--- src/spv_regs_fix_note.sv ---
// spare source unit with no logic; the register bank holds all of it

--- src/spv_pkg.sv ---
// package for the port vlan, priority map, station address and time-sync register bank
package spv_pkg;

  // register byte offsets on the ahb-lite bus
  localparam logic [7:0] OFS_VLAN = 8'h00;
  localparam logic [7:0] OFS_TXMAP = 8'h04;
  localparam logic [7:0] OFS_SA_LO = 8'h08;
  localparam logic [7:0] OFS_SA_HI = 8'h0c;
  localparam logic [7:0] OFS_TS_CTL = 8'h10;
  localparam logic [7:0] OFS_TS_ETYPE = 8'h14;
  localparam logic [7:0] OFS_MODE = 8'h18;
  localparam int ADDR_W = 8;

  // writable bit masks; everything outside reads as zero
  localparam logic [31:0] VLAN_MASK = 32'h0000_ffff;
  localparam logic [31:0] TXMAP_MASK = 32'h7777_7777;
  localparam logic [31:0] SA_LO_MASK = 32'h0000_ffff;
  localparam logic [31:0] SA_HI_MASK = 32'hffff_ffff;
  localparam logic [31:0] CTL_MASK_V1 = 32'hffff_0077;
  localparam logic [31:0] CTL_MASK_V2 = 32'hffff_07ff;
  localparam logic [31:0] ETYPE_MASK = 32'hffff_ffff;
  localparam logic [31:0] MODE_MASK = 32'h0000_0001;

  // reset values
  localparam logic [31:0] VLAN_RST = 32'h0000_0000;
  localparam logic [31:0] TXMAP_RST = 32'h3322_1001;
  localparam logic [31:0] ZERO_RST = 32'h0000_0000;

  // vlan register fields
  localparam int VLAN_PRI_LSB = 13;
  localparam int VLAN_CFI_BIT = 12;
  localparam int VLAN_VID_LSB = 0;
  // priority map: field n at bits 4n+2..4n
  localparam int MAP_STRIDE = 4;

  // time-sync control bits, common
  localparam int CTL_MSG_LSB = 16;
  // first variant
  localparam int V1_TX_VLAN2 = 6;
  localparam int V1_TX_VLAN1 = 5;
  localparam int V1_TX_EN = 4;
  localparam int V1_RX_VLAN2 = 2;
  localparam int V1_RX_VLAN1 = 1;
  localparam int V1_RX_EN = 0;
  // second variant
  localparam int V2_TX_IPV6 = 10;
  localparam int V2_RX_IPV6 = 9;
  localparam int V2_ETYPE2 = 8;
  localparam int V2_TX_IPV4 = 6;
  localparam int V2_TX_VLAN1 = 5;
  localparam int V2_TX_RAW = 4;
  localparam int V2_RX_IPV4 = 3;
  localparam int V2_RX_VLAN2 = 2;
  localparam int V2_RX_VLAN1 = 1;
  localparam int V2_RX_RAW = 0;

  // frame encapsulation seen by the time-sync detector
  typedef enum logic [4:0] {
    SPV_ENC_RAW = 5'b00001,
    SPV_ENC_VLAN1 = 5'b00010,
    SPV_ENC_VLAN2 = 5'b00100,
    SPV_ENC_IPV4 = 5'b01000,
    SPV_ENC_IPV6 = 5'b10000
  } spv_encap_t;

  // one time-sync candidate frame from the port datapath
  typedef struct packed {
    logic valid;
    logic is_tx;
    spv_encap_t encap;
    logic [15:0] ethertype;
    logic [3:0] msg_type;
  } spv_frame_t;

  // port default vlan tag as driven to the datapath
  typedef struct packed {
    logic [2:0] port_default_priority;
    logic port_default_canonical_bit;
    logic [11:0] port_default_vlan_id;
  } spv_vlan_t;

endpackage : spv_pkg

--- src/spv_regs.sv ---
// ahb-lite register bank with priority remap and time-sync acceptance for one switch port
//
// Added by the designer: the register addresses and the AHB-Lite slave port.
module spv_regs (
  input wire logic hclk, // bus clock
  input wire logic hresetn, // async reset, active low
  input wire logic hsel, // slave select
  input wire logic [31:0] haddr, // byte address
  input wire logic [1:0] htrans, // transfer type
  input wire logic hwrite, // write when high
  input wire logic [2:0] hsize, // transfer size, word only
  input wire logic [31:0] hwdata, // write data
  input wire logic hready, // bus ready in
  output logic hreadyout, // slave ready out
  output logic hresp, // always okay
  output logic [31:0] hrdata, // read data
  input wire logic [2:0] tx_hdr_prio, // transmit header priority
  input wire logic tx_hdr_valid, // header priority strobe
  output logic [1:0] tx_queue_prio, // mapped switch queue
  output logic tx_queue_valid, // mapped queue strobe
  input spv_pkg::spv_frame_t ts_frame, // time-sync candidate
  output logic ts_result_valid, // result strobe
  output logic ts_accept, // frame is a recognised time-sync message
  output spv_pkg::spv_vlan_t port_vlan, // default vlan tag
  output logic [47:0] station_addr // mac source address, byte 0 in bits 7-0
);

  localparam int ADDR_W_L = spv_pkg::ADDR_W;

  logic [31:0] vlan_q;
  logic [31:0] txmap_q;
  logic [31:0] sa_lo_q;
  logic [31:0] sa_hi_q;
  logic [31:0] ctl_q;
  logic [31:0] etype_q;
  logic [31:0] mode_q;
  logic [ADDR_W_L-1:0] addr_q;
  logic wr_q;
  logic rd_wait_q;
  logic [31:0] hrdata_q;
  logic [2:0] txq_q;
  logic txv_q;
  logic tsv_q;
  logic tsa_q;

  // queue lookup in the transmit priority map
  function automatic logic [2:0] map_lookup(input logic [31:0] map, input logic [2:0] prio);
    logic [4:0] lsb;
    lsb = {prio, 2'b00};
    map_lookup = 3'(map >> lsb);
  endfunction : map_lookup

  // write merge under a writable mask
  function automatic logic [31:0] masked(input logic [31:0] d, input logic [31:0] m);
    masked = d & m;
  endfunction : masked

  // time-sync acceptance decision for one frame
  function automatic logic ts_decide(input logic [31:0] ctl, input logic v2,
                                     input logic [31:0] et, input spv_pkg::spv_frame_t f);
    logic type_ok;
    logic et_ok;
    logic enc_ok;
    logic tx;
    type_ok = ctl[spv_pkg::CTL_MSG_LSB + int'(f.msg_type)];
    tx = f.is_tx;
    et_ok = (f.ethertype == et[15:0]);
    enc_ok = 1'b0;
    if (!v2) begin
      if (tx ? ctl[spv_pkg::V1_TX_EN] : ctl[spv_pkg::V1_RX_EN]) begin
        case (f.encap)
          spv_pkg::SPV_ENC_RAW: enc_ok = et_ok;
          spv_pkg::SPV_ENC_VLAN1: begin
            enc_ok = et_ok & (tx ? ctl[spv_pkg::V1_TX_VLAN1] : ctl[spv_pkg::V1_RX_VLAN1]);
          end
          spv_pkg::SPV_ENC_VLAN2: begin
            enc_ok = et_ok & (tx ? ctl[spv_pkg::V1_TX_VLAN2] : ctl[spv_pkg::V1_RX_VLAN2]);
          end
          default: enc_ok = 1'b0;
        endcase
      end
    end else begin
      et_ok = et_ok | (ctl[spv_pkg::V2_ETYPE2] & (f.ethertype == et[31:16]));
      case (f.encap)
        spv_pkg::SPV_ENC_RAW: begin
          enc_ok = et_ok & (tx ? ctl[spv_pkg::V2_TX_RAW] : ctl[spv_pkg::V2_RX_RAW]);
        end
        spv_pkg::SPV_ENC_VLAN1: begin
          enc_ok = et_ok & (tx ? ctl[spv_pkg::V2_TX_VLAN1] : ctl[spv_pkg::V2_RX_VLAN1]);
        end
        spv_pkg::SPV_ENC_VLAN2: enc_ok = et_ok & ~tx & ctl[spv_pkg::V2_RX_VLAN2];
        spv_pkg::SPV_ENC_IPV4: begin
          enc_ok = tx ? ctl[spv_pkg::V2_TX_IPV4] : ctl[spv_pkg::V2_RX_IPV4];
        end
        spv_pkg::SPV_ENC_IPV6: begin
          enc_ok = tx ? ctl[spv_pkg::V2_TX_IPV6] : ctl[spv_pkg::V2_RX_IPV6];
        end
        default: enc_ok = 1'b0;
      endcase
    end
    ts_decide = type_ok & enc_ok;
  endfunction : ts_decide

  // address phase decode
  wire logic addr_ok = hsel & htrans[1] & hready;
  wire logic take_wr = addr_ok & hwrite;
  wire logic take_rd = addr_ok & ~hwrite;

  // variant select and the control view shared by read-back and decision
  wire logic variant_two = mode_q[0];
  wire logic [31:0] ctl_mask = variant_two ? spv_pkg::CTL_MASK_V2 : spv_pkg::CTL_MASK_V1;
  wire logic [31:0] ctl_rd = masked(ctl_q, ctl_mask);

  // data phase write strobes
  wire logic wr_vlan = wr_q & (addr_q == spv_pkg::OFS_VLAN);
  wire logic wr_txmap = wr_q & (addr_q == spv_pkg::OFS_TXMAP);
  wire logic wr_sa_lo = wr_q & (addr_q == spv_pkg::OFS_SA_LO);
  wire logic wr_sa_hi = wr_q & (addr_q == spv_pkg::OFS_SA_HI);
  wire logic wr_ctl = wr_q & (addr_q == spv_pkg::OFS_TS_CTL);
  wire logic wr_etype = wr_q & (addr_q == spv_pkg::OFS_TS_ETYPE);
  wire logic wr_mode = wr_q & (addr_q == spv_pkg::OFS_MODE);

  // read selection; unmapped offsets read zero
  wire logic [31:0] rd_mux =
    (addr_q == spv_pkg::OFS_VLAN) ? vlan_q :
    (addr_q == spv_pkg::OFS_TXMAP) ? txmap_q :
    (addr_q == spv_pkg::OFS_SA_LO) ? sa_lo_q :
    (addr_q == spv_pkg::OFS_SA_HI) ? sa_hi_q :
    (addr_q == spv_pkg::OFS_TS_CTL) ? ctl_rd :
    (addr_q == spv_pkg::OFS_TS_ETYPE) ? etype_q :
    (addr_q == spv_pkg::OFS_MODE) ? mode_q : spv_pkg::ZERO_RST;

  // bus response: reads take one wait state so hrdata comes from a flop
  assign hreadyout = ~rd_wait_q;
  assign hresp = 1'b0;
  assign hrdata = hrdata_q;

  // address phase capture; the offset is held through the data phase
  always_ff @(posedge hclk or negedge hresetn) begin
    if (!hresetn) begin
      addr_q <= '0;
    end else if (addr_ok) begin
      addr_q <= haddr[ADDR_W_L-1:0];
    end
  end

  // data phase markers for the transfer just taken
  always_ff @(posedge hclk or negedge hresetn) begin
    if (!hresetn) begin
      wr_q <= 1'b0;
      rd_wait_q <= 1'b0;
    end else begin
      wr_q <= take_wr;
      rd_wait_q <= take_rd;
    end
  end

  // read data register, loaded in the wait cycle
  always_ff @(posedge hclk or negedge hresetn) begin
    if (!hresetn) begin
      hrdata_q <= spv_pkg::ZERO_RST;
    end else if (rd_wait_q) begin
      hrdata_q <= rd_mux;
    end
  end

  // port default vlan tag
  always_ff @(posedge hclk or negedge hresetn) begin
    if (!hresetn) begin
      vlan_q <= spv_pkg::VLAN_RST;
    end else if (wr_vlan) begin
      vlan_q <= masked(hwdata, spv_pkg::VLAN_MASK);
    end
  end

  // transmit header priority map
  always_ff @(posedge hclk or negedge hresetn) begin
    if (!hresetn) begin
      txmap_q <= spv_pkg::TXMAP_RST;
    end else if (wr_txmap) begin
      txmap_q <= masked(hwdata, spv_pkg::TXMAP_MASK);
    end
  end

  // station address, low word
  always_ff @(posedge hclk or negedge hresetn) begin
    if (!hresetn) begin
      sa_lo_q <= spv_pkg::ZERO_RST;
    end else if (wr_sa_lo) begin
      sa_lo_q <= masked(hwdata, spv_pkg::SA_LO_MASK);
    end
  end

  // station address, high word
  always_ff @(posedge hclk or negedge hresetn) begin
    if (!hresetn) begin
      sa_hi_q <= spv_pkg::ZERO_RST;
    end else if (wr_sa_hi) begin
      sa_hi_q <= masked(hwdata, spv_pkg::SA_HI_MASK);
    end
  end

  // time-sync control; stored under the mask of the variant in force
  always_ff @(posedge hclk or negedge hresetn) begin
    if (!hresetn) begin
      ctl_q <= spv_pkg::ZERO_RST;
    end else if (wr_ctl) begin
      ctl_q <= masked(hwdata, ctl_mask);
    end
  end

  // ethertype match values, first in the low half
  always_ff @(posedge hclk or negedge hresetn) begin
    if (!hresetn) begin
      etype_q <= spv_pkg::ZERO_RST;
    end else if (wr_etype) begin
      etype_q <= masked(hwdata, spv_pkg::ETYPE_MASK);
    end
  end

  // variant select
  always_ff @(posedge hclk or negedge hresetn) begin
    if (!hresetn) begin
      mode_q <= spv_pkg::ZERO_RST;
    end else if (wr_mode) begin
      mode_q <= masked(hwdata, spv_pkg::MODE_MASK);
    end
  end

  // next values of the lookup and decision results
  wire logic [2:0] txq_d = map_lookup(txmap_q, tx_hdr_prio);
  wire logic tsa_d =
    ts_frame.valid & ts_decide(ctl_rd, variant_two, etype_q, ts_frame);

  // lookup strobe, one cycle behind the request
  always_ff @(posedge hclk or negedge hresetn) begin
    if (!hresetn) begin
      txv_q <= 1'b0;
    end else begin
      txv_q <= tx_hdr_valid;
    end
  end

  // transmit priority remap, held until the next lookup
  always_ff @(posedge hclk or negedge hresetn) begin
    if (!hresetn) begin
      txq_q <= 3'h0;
    end else if (tx_hdr_valid) begin
      txq_q <= txq_d;
    end
  end

  // time-sync result strobe, one cycle behind the frame
  always_ff @(posedge hclk or negedge hresetn) begin
    if (!hresetn) begin
      tsv_q <= 1'b0;
    end else begin
      tsv_q <= ts_frame.valid;
    end
  end

  // time-sync decision, one cycle latency; masked control keeps stale bits out
  always_ff @(posedge hclk or negedge hresetn) begin
    if (!hresetn) begin
      tsa_q <= 1'b0;
    end else begin
      tsa_q <= tsa_d;
    end
  end

  // lookup and decision outputs from flops
  assign tx_queue_prio = txq_q[1:0];
  assign tx_queue_valid = txv_q;
  assign ts_result_valid = tsv_q;
  assign ts_accept = tsa_q;

  // default tag fields straight from the vlan register
  assign port_vlan.port_default_priority = vlan_q[spv_pkg::VLAN_PRI_LSB +: 3];
  assign port_vlan.port_default_canonical_bit = vlan_q[spv_pkg::VLAN_CFI_BIT];
  assign port_vlan.port_default_vlan_id = vlan_q[spv_pkg::VLAN_VID_LSB +: 12];

  // address bytes; byte k of the address sits at station_addr[8k+7:8k]
  wire logic [7:0] station_addr_byte_zero = sa_lo_q[15:8];
  wire logic [7:0] station_addr_byte_one = sa_lo_q[7:0];
  wire logic [7:0] station_addr_byte_two = sa_hi_q[31:24];
  wire logic [7:0] station_addr_byte_three = sa_hi_q[23:16];
  wire logic [7:0] station_addr_byte_four = sa_hi_q[15:8];
  wire logic [7:0] station_addr_byte_five = sa_hi_q[7:0];
  assign station_addr = {station_addr_byte_five, station_addr_byte_four, station_addr_byte_three,
                         station_addr_byte_two, station_addr_byte_one, station_addr_byte_zero};

endmodule : spv_regs

--- config.mk ---
export PLATFORM = sky130hd
export DESIGN_NAME = spv_regs
export DESIGN_NICKNAME = d
export VERILOG_FILES = /design/src/spv_regs_fix_note.sv /design/src/spv_pkg.sv /design/src/spv_regs.sv
export SDC_FILE = /design/constraint.sdc
export NUM_CORES = 1
export LEC_CHECK = 0
export BUFFER_PORTS_ARGS = -buffer_cell sky130_fd_sc_hd__buf_2
export CAP_MARGIN = 20
export CORE_ASPECT_RATIO = 1.75
export CORE_UTILIZATION = 44
export DETAILED_ROUTE_END_ITERATION = 7
export PLACE_DENSITY = 0.7
export REMOVE_ABC_BUFFERS = 1
export SYNTH_ARGS = -nofsm -noshare
export SYNTH_HDL_FRONTEND = slang
export SYNTH_SLANG_ARGS = --single-unit
--- constraint.sdc ---
create_clock -name hclk -period 2.2 [get_ports hclk]
set_input_delay 0.66 -clock hclk [delete_from_list [all_inputs] [get_ports hclk]]
set_output_delay 0.66 -clock hclk [all_outputs]
set_load 0.03 [all_outputs]
==> results by group <==
Drt
  – WL/cell: 21.0 um
  – Post-route ant nets: 0
  – Via density: 5.61
  – DRT iter0 DRCs: 371
  – DR vias: 6624
  – Drt pass-1 iters: 8
  – Post-route DRC: 15
  – Routed wire length: 24.8 mm

Final layout
  – Fin cells: 1181
  – Most common cell after layout, fill and taps aside: dfrtp_1
  – Nets: 1024
  – Final core occ: 0.553
  – Most frequent cells in the layout: dfrtp_1, buf_2, mux2_2
  – Layout area overhead: 22.5%
  – # fillers: 1744
  – Design area: 11300 um2
  – Share of layout cells above drive strength 1: 0.472

Synthesis
  – Synthesis warning total: 0
  – Cell variety after synth: 53
  – Main synth FF type: dfrtp_1
  – Number of flops mapped to enable cells by yosys: 0
  – Mapped Area: 9230 um2
  – Post-synth ARST share: 1.00
  – Mean Syn Cell Area: 12.9 um2
  – Post-synthesis sequential element count: 195
  – Post-Synthesis Cells: 714
  – Register area share after synthesis: 0.530

Power
  – Psw: 2790 uW
  – VDD IR max: 0.000498 V
  – Switch share: 0.310
  – Pwr Density: 797 nW/um2
  – Int Pwr: 6220 uW
  – P_leak: 0.00522 uW
  – Sequential group share of total power: 0.459
  – Logic gate share of total power: 0.189
  – Clock share of power: 0.352

Die
  – Initial Utilization: 0.451
  – Die width: 111 um
  – DIE HEIGHT: 194 um
  – Die area: 21600 um2
  – Core Rows: 69
  – Core Region: 20500 um2
  – Num ports: 208

STA
  – RSZ-0062 raised after global routing: false
  – Worst Max-Slew Pin Slew: 0.595 ns
  – Max Slew Vio Count: 0
  – Tmin final: 2.15 ns
  – Period utilization: 0.976
  – Clk_skew: 0.0117 ns
  – Final hold violations: 0
  – Setup Viol. Count Final: 0
  – Rel. slew slack: 0.603
  – Max Freq: 0.466 GHz

Placed design
  – Placed insts: 1148
  – Hpwl dp: 18.5 mm
  – Placed Area: 10700 um2
  – Final Wtd Congestion: 0.867
  – I/O Buffers: 178

Clock tree
  – Post-CTS Setup Inserts: 0
  – TritonCTS clock tree: done
  – Clk buf depth: 2
  – H-tree depth: 4
  – CTS Sinks: 195
  – Clk slew on worst S/H paths: 0.07 ns
  – Root buffer cell: clkbuf_16
  – Clock insertion delay at the later pin of the skew report: 0.45 ns
  – Num CTS Buffers: 17

Setup path
  – Startpoint types: flop
  – Setup crit end kind: flop
  – Crit-path max FO: 16
  – Arrival @ worst endpoint: 2.47 ns
  – Setup CP Type: reg2reg
  – Worst path required time: 2.53 ns

Hold path
  – HP Class: in2async

Run status
  – Failing checks: DRC
  – Status: complete, but fails checks

Global route
  – GRT overflow: 0
  – Largest net degree at the start of global routing: 54
  – Number of global-route vias before repair: 6927
  – First-pass GRT wire length: 39.1 mm
  – GRT Util Overall: 0.241
  – Initial antenna violation count: 2

Run
  – Max-cap violations: 0
[power groups by stage]
stage | Combinational (uW) | Sequential, uW | Clock [uW]
after CTS | 1720 | 4140 | 3250
after floorplan | 613 | 4590 | 0
after global routing | 1840 | 4180 | 3390
final | 1700 | 4140 | 3170
after detailed placement | 1710 | 4210 | 0
after global placement | 1700 | 4200 | 0
[layer usage]
layer | vias up | track usage | wire length, um
met2 | 183 | 0.438 | 13700
met5 | - | 0 | 11
met1 | 3381 | 0.279 | 9570
met3 | 37 | 0.0357 | 837
met4 | 2 | 0.106 | 651
li1 | 3021 | - | -
[Yosys cell counts, types with 11 or more instances]
library cell  number  share of area
a21oi_1           29          0.016
nand2_1           17         0.0069
mux2_2           131           0.16
xor2_1            28          0.027
nor2_1            49          0.020
buf_2             16         0.0087
clkbuf_1          12         0.0049
mux2_4            20          0.033
mux2i_1           33          0.036
o21ai_0           30          0.016
dfrtp_1          187           0.51
inv_1             16         0.0065
a221oi_1          15          0.014
mux4_2            11          0.027
[stage by stage]
step	total power [uW]	hold slack, ns	TNS [ns]	setup WS (ns)
after floorplan	5200	0.364	-162.43	-1.57
after global placement	5890	0.467	0	0.0799
after detailed placement	5920	0.469	0	0.0761
after CTS	9110	0.159	0	0.0726
after global routing	9400	0.168	0	0.0124
final	9010	0.151	0	0.0530
[worst max-delay path: stages (launching register included)]
cell and delay, ns:
dfrtp_1 0.44, nor4b_4 0.34, nand2b_2 0.09, or3_1 0.42, nor2_8 0.20, buf_12 0.18
mux2_2 0.34
[what timing repair did]
action	in CTS	in global routing
gates resized for setup	0	2
hold buffers	0	0
setup endpoints to repair	0	17
[final timing paths]
path	start	cells past startpoint	end	slack [ns]
setup / recovery	addr_q[6]	6	ctl_q[0]	0.05
min in group hclk	tx_hdr_valid	1	tx_queue_valid	0.37
max in group asynchronous	hresetn	2	txmap_q[12]	1.37
hold reg to reg	hrdata[8]	1	hrdata[8]	0.49
hold / removal	hresetn	1	addr_q[4]	0.15
setup reg to reg	addr_q[6]	6	ctl_q[0]	0.05
[kinds of logic after synthesis]
| logic type | count (synthesis) | share of synthesized area |
|---|---|---|
| buffers and inverters | 56 | 0.0317 |
| other | 1 | 0.000406 |
| DFF | 195 | 0.530 |
| xor gates and xnor gates | 32 | 0.0304 |
| muxes | 196 | 0.256 |
| AOI/OAI and AO/OA | 115 | 0.0803 |
| and+or+nand+nor | 119 | 0.0710 |
[sequential cells by signal, summed over array words and instances (netlist names), 8 cells and up]
register  count
hrdata       32
sa_hi_q      32
txmap_q      24
ctl_q        27
vlan_q       16
sa_lo_q      16
etype_q      32
addr_q        8
[layout make-up]
type,instances,area [um2],area share
multi-input combinational,463,4050,0.358
clock inverter,13,155,0.0137
inverter,17,63.8,0.00564
tap,248,310,0.0274
antenna,1,2.50,0.000221
timing repair buffer,225,1390,0.123
sequential,195,4890,0.433
clock buffer,19,443,0.0392
(Power assumes the default switching activity.)
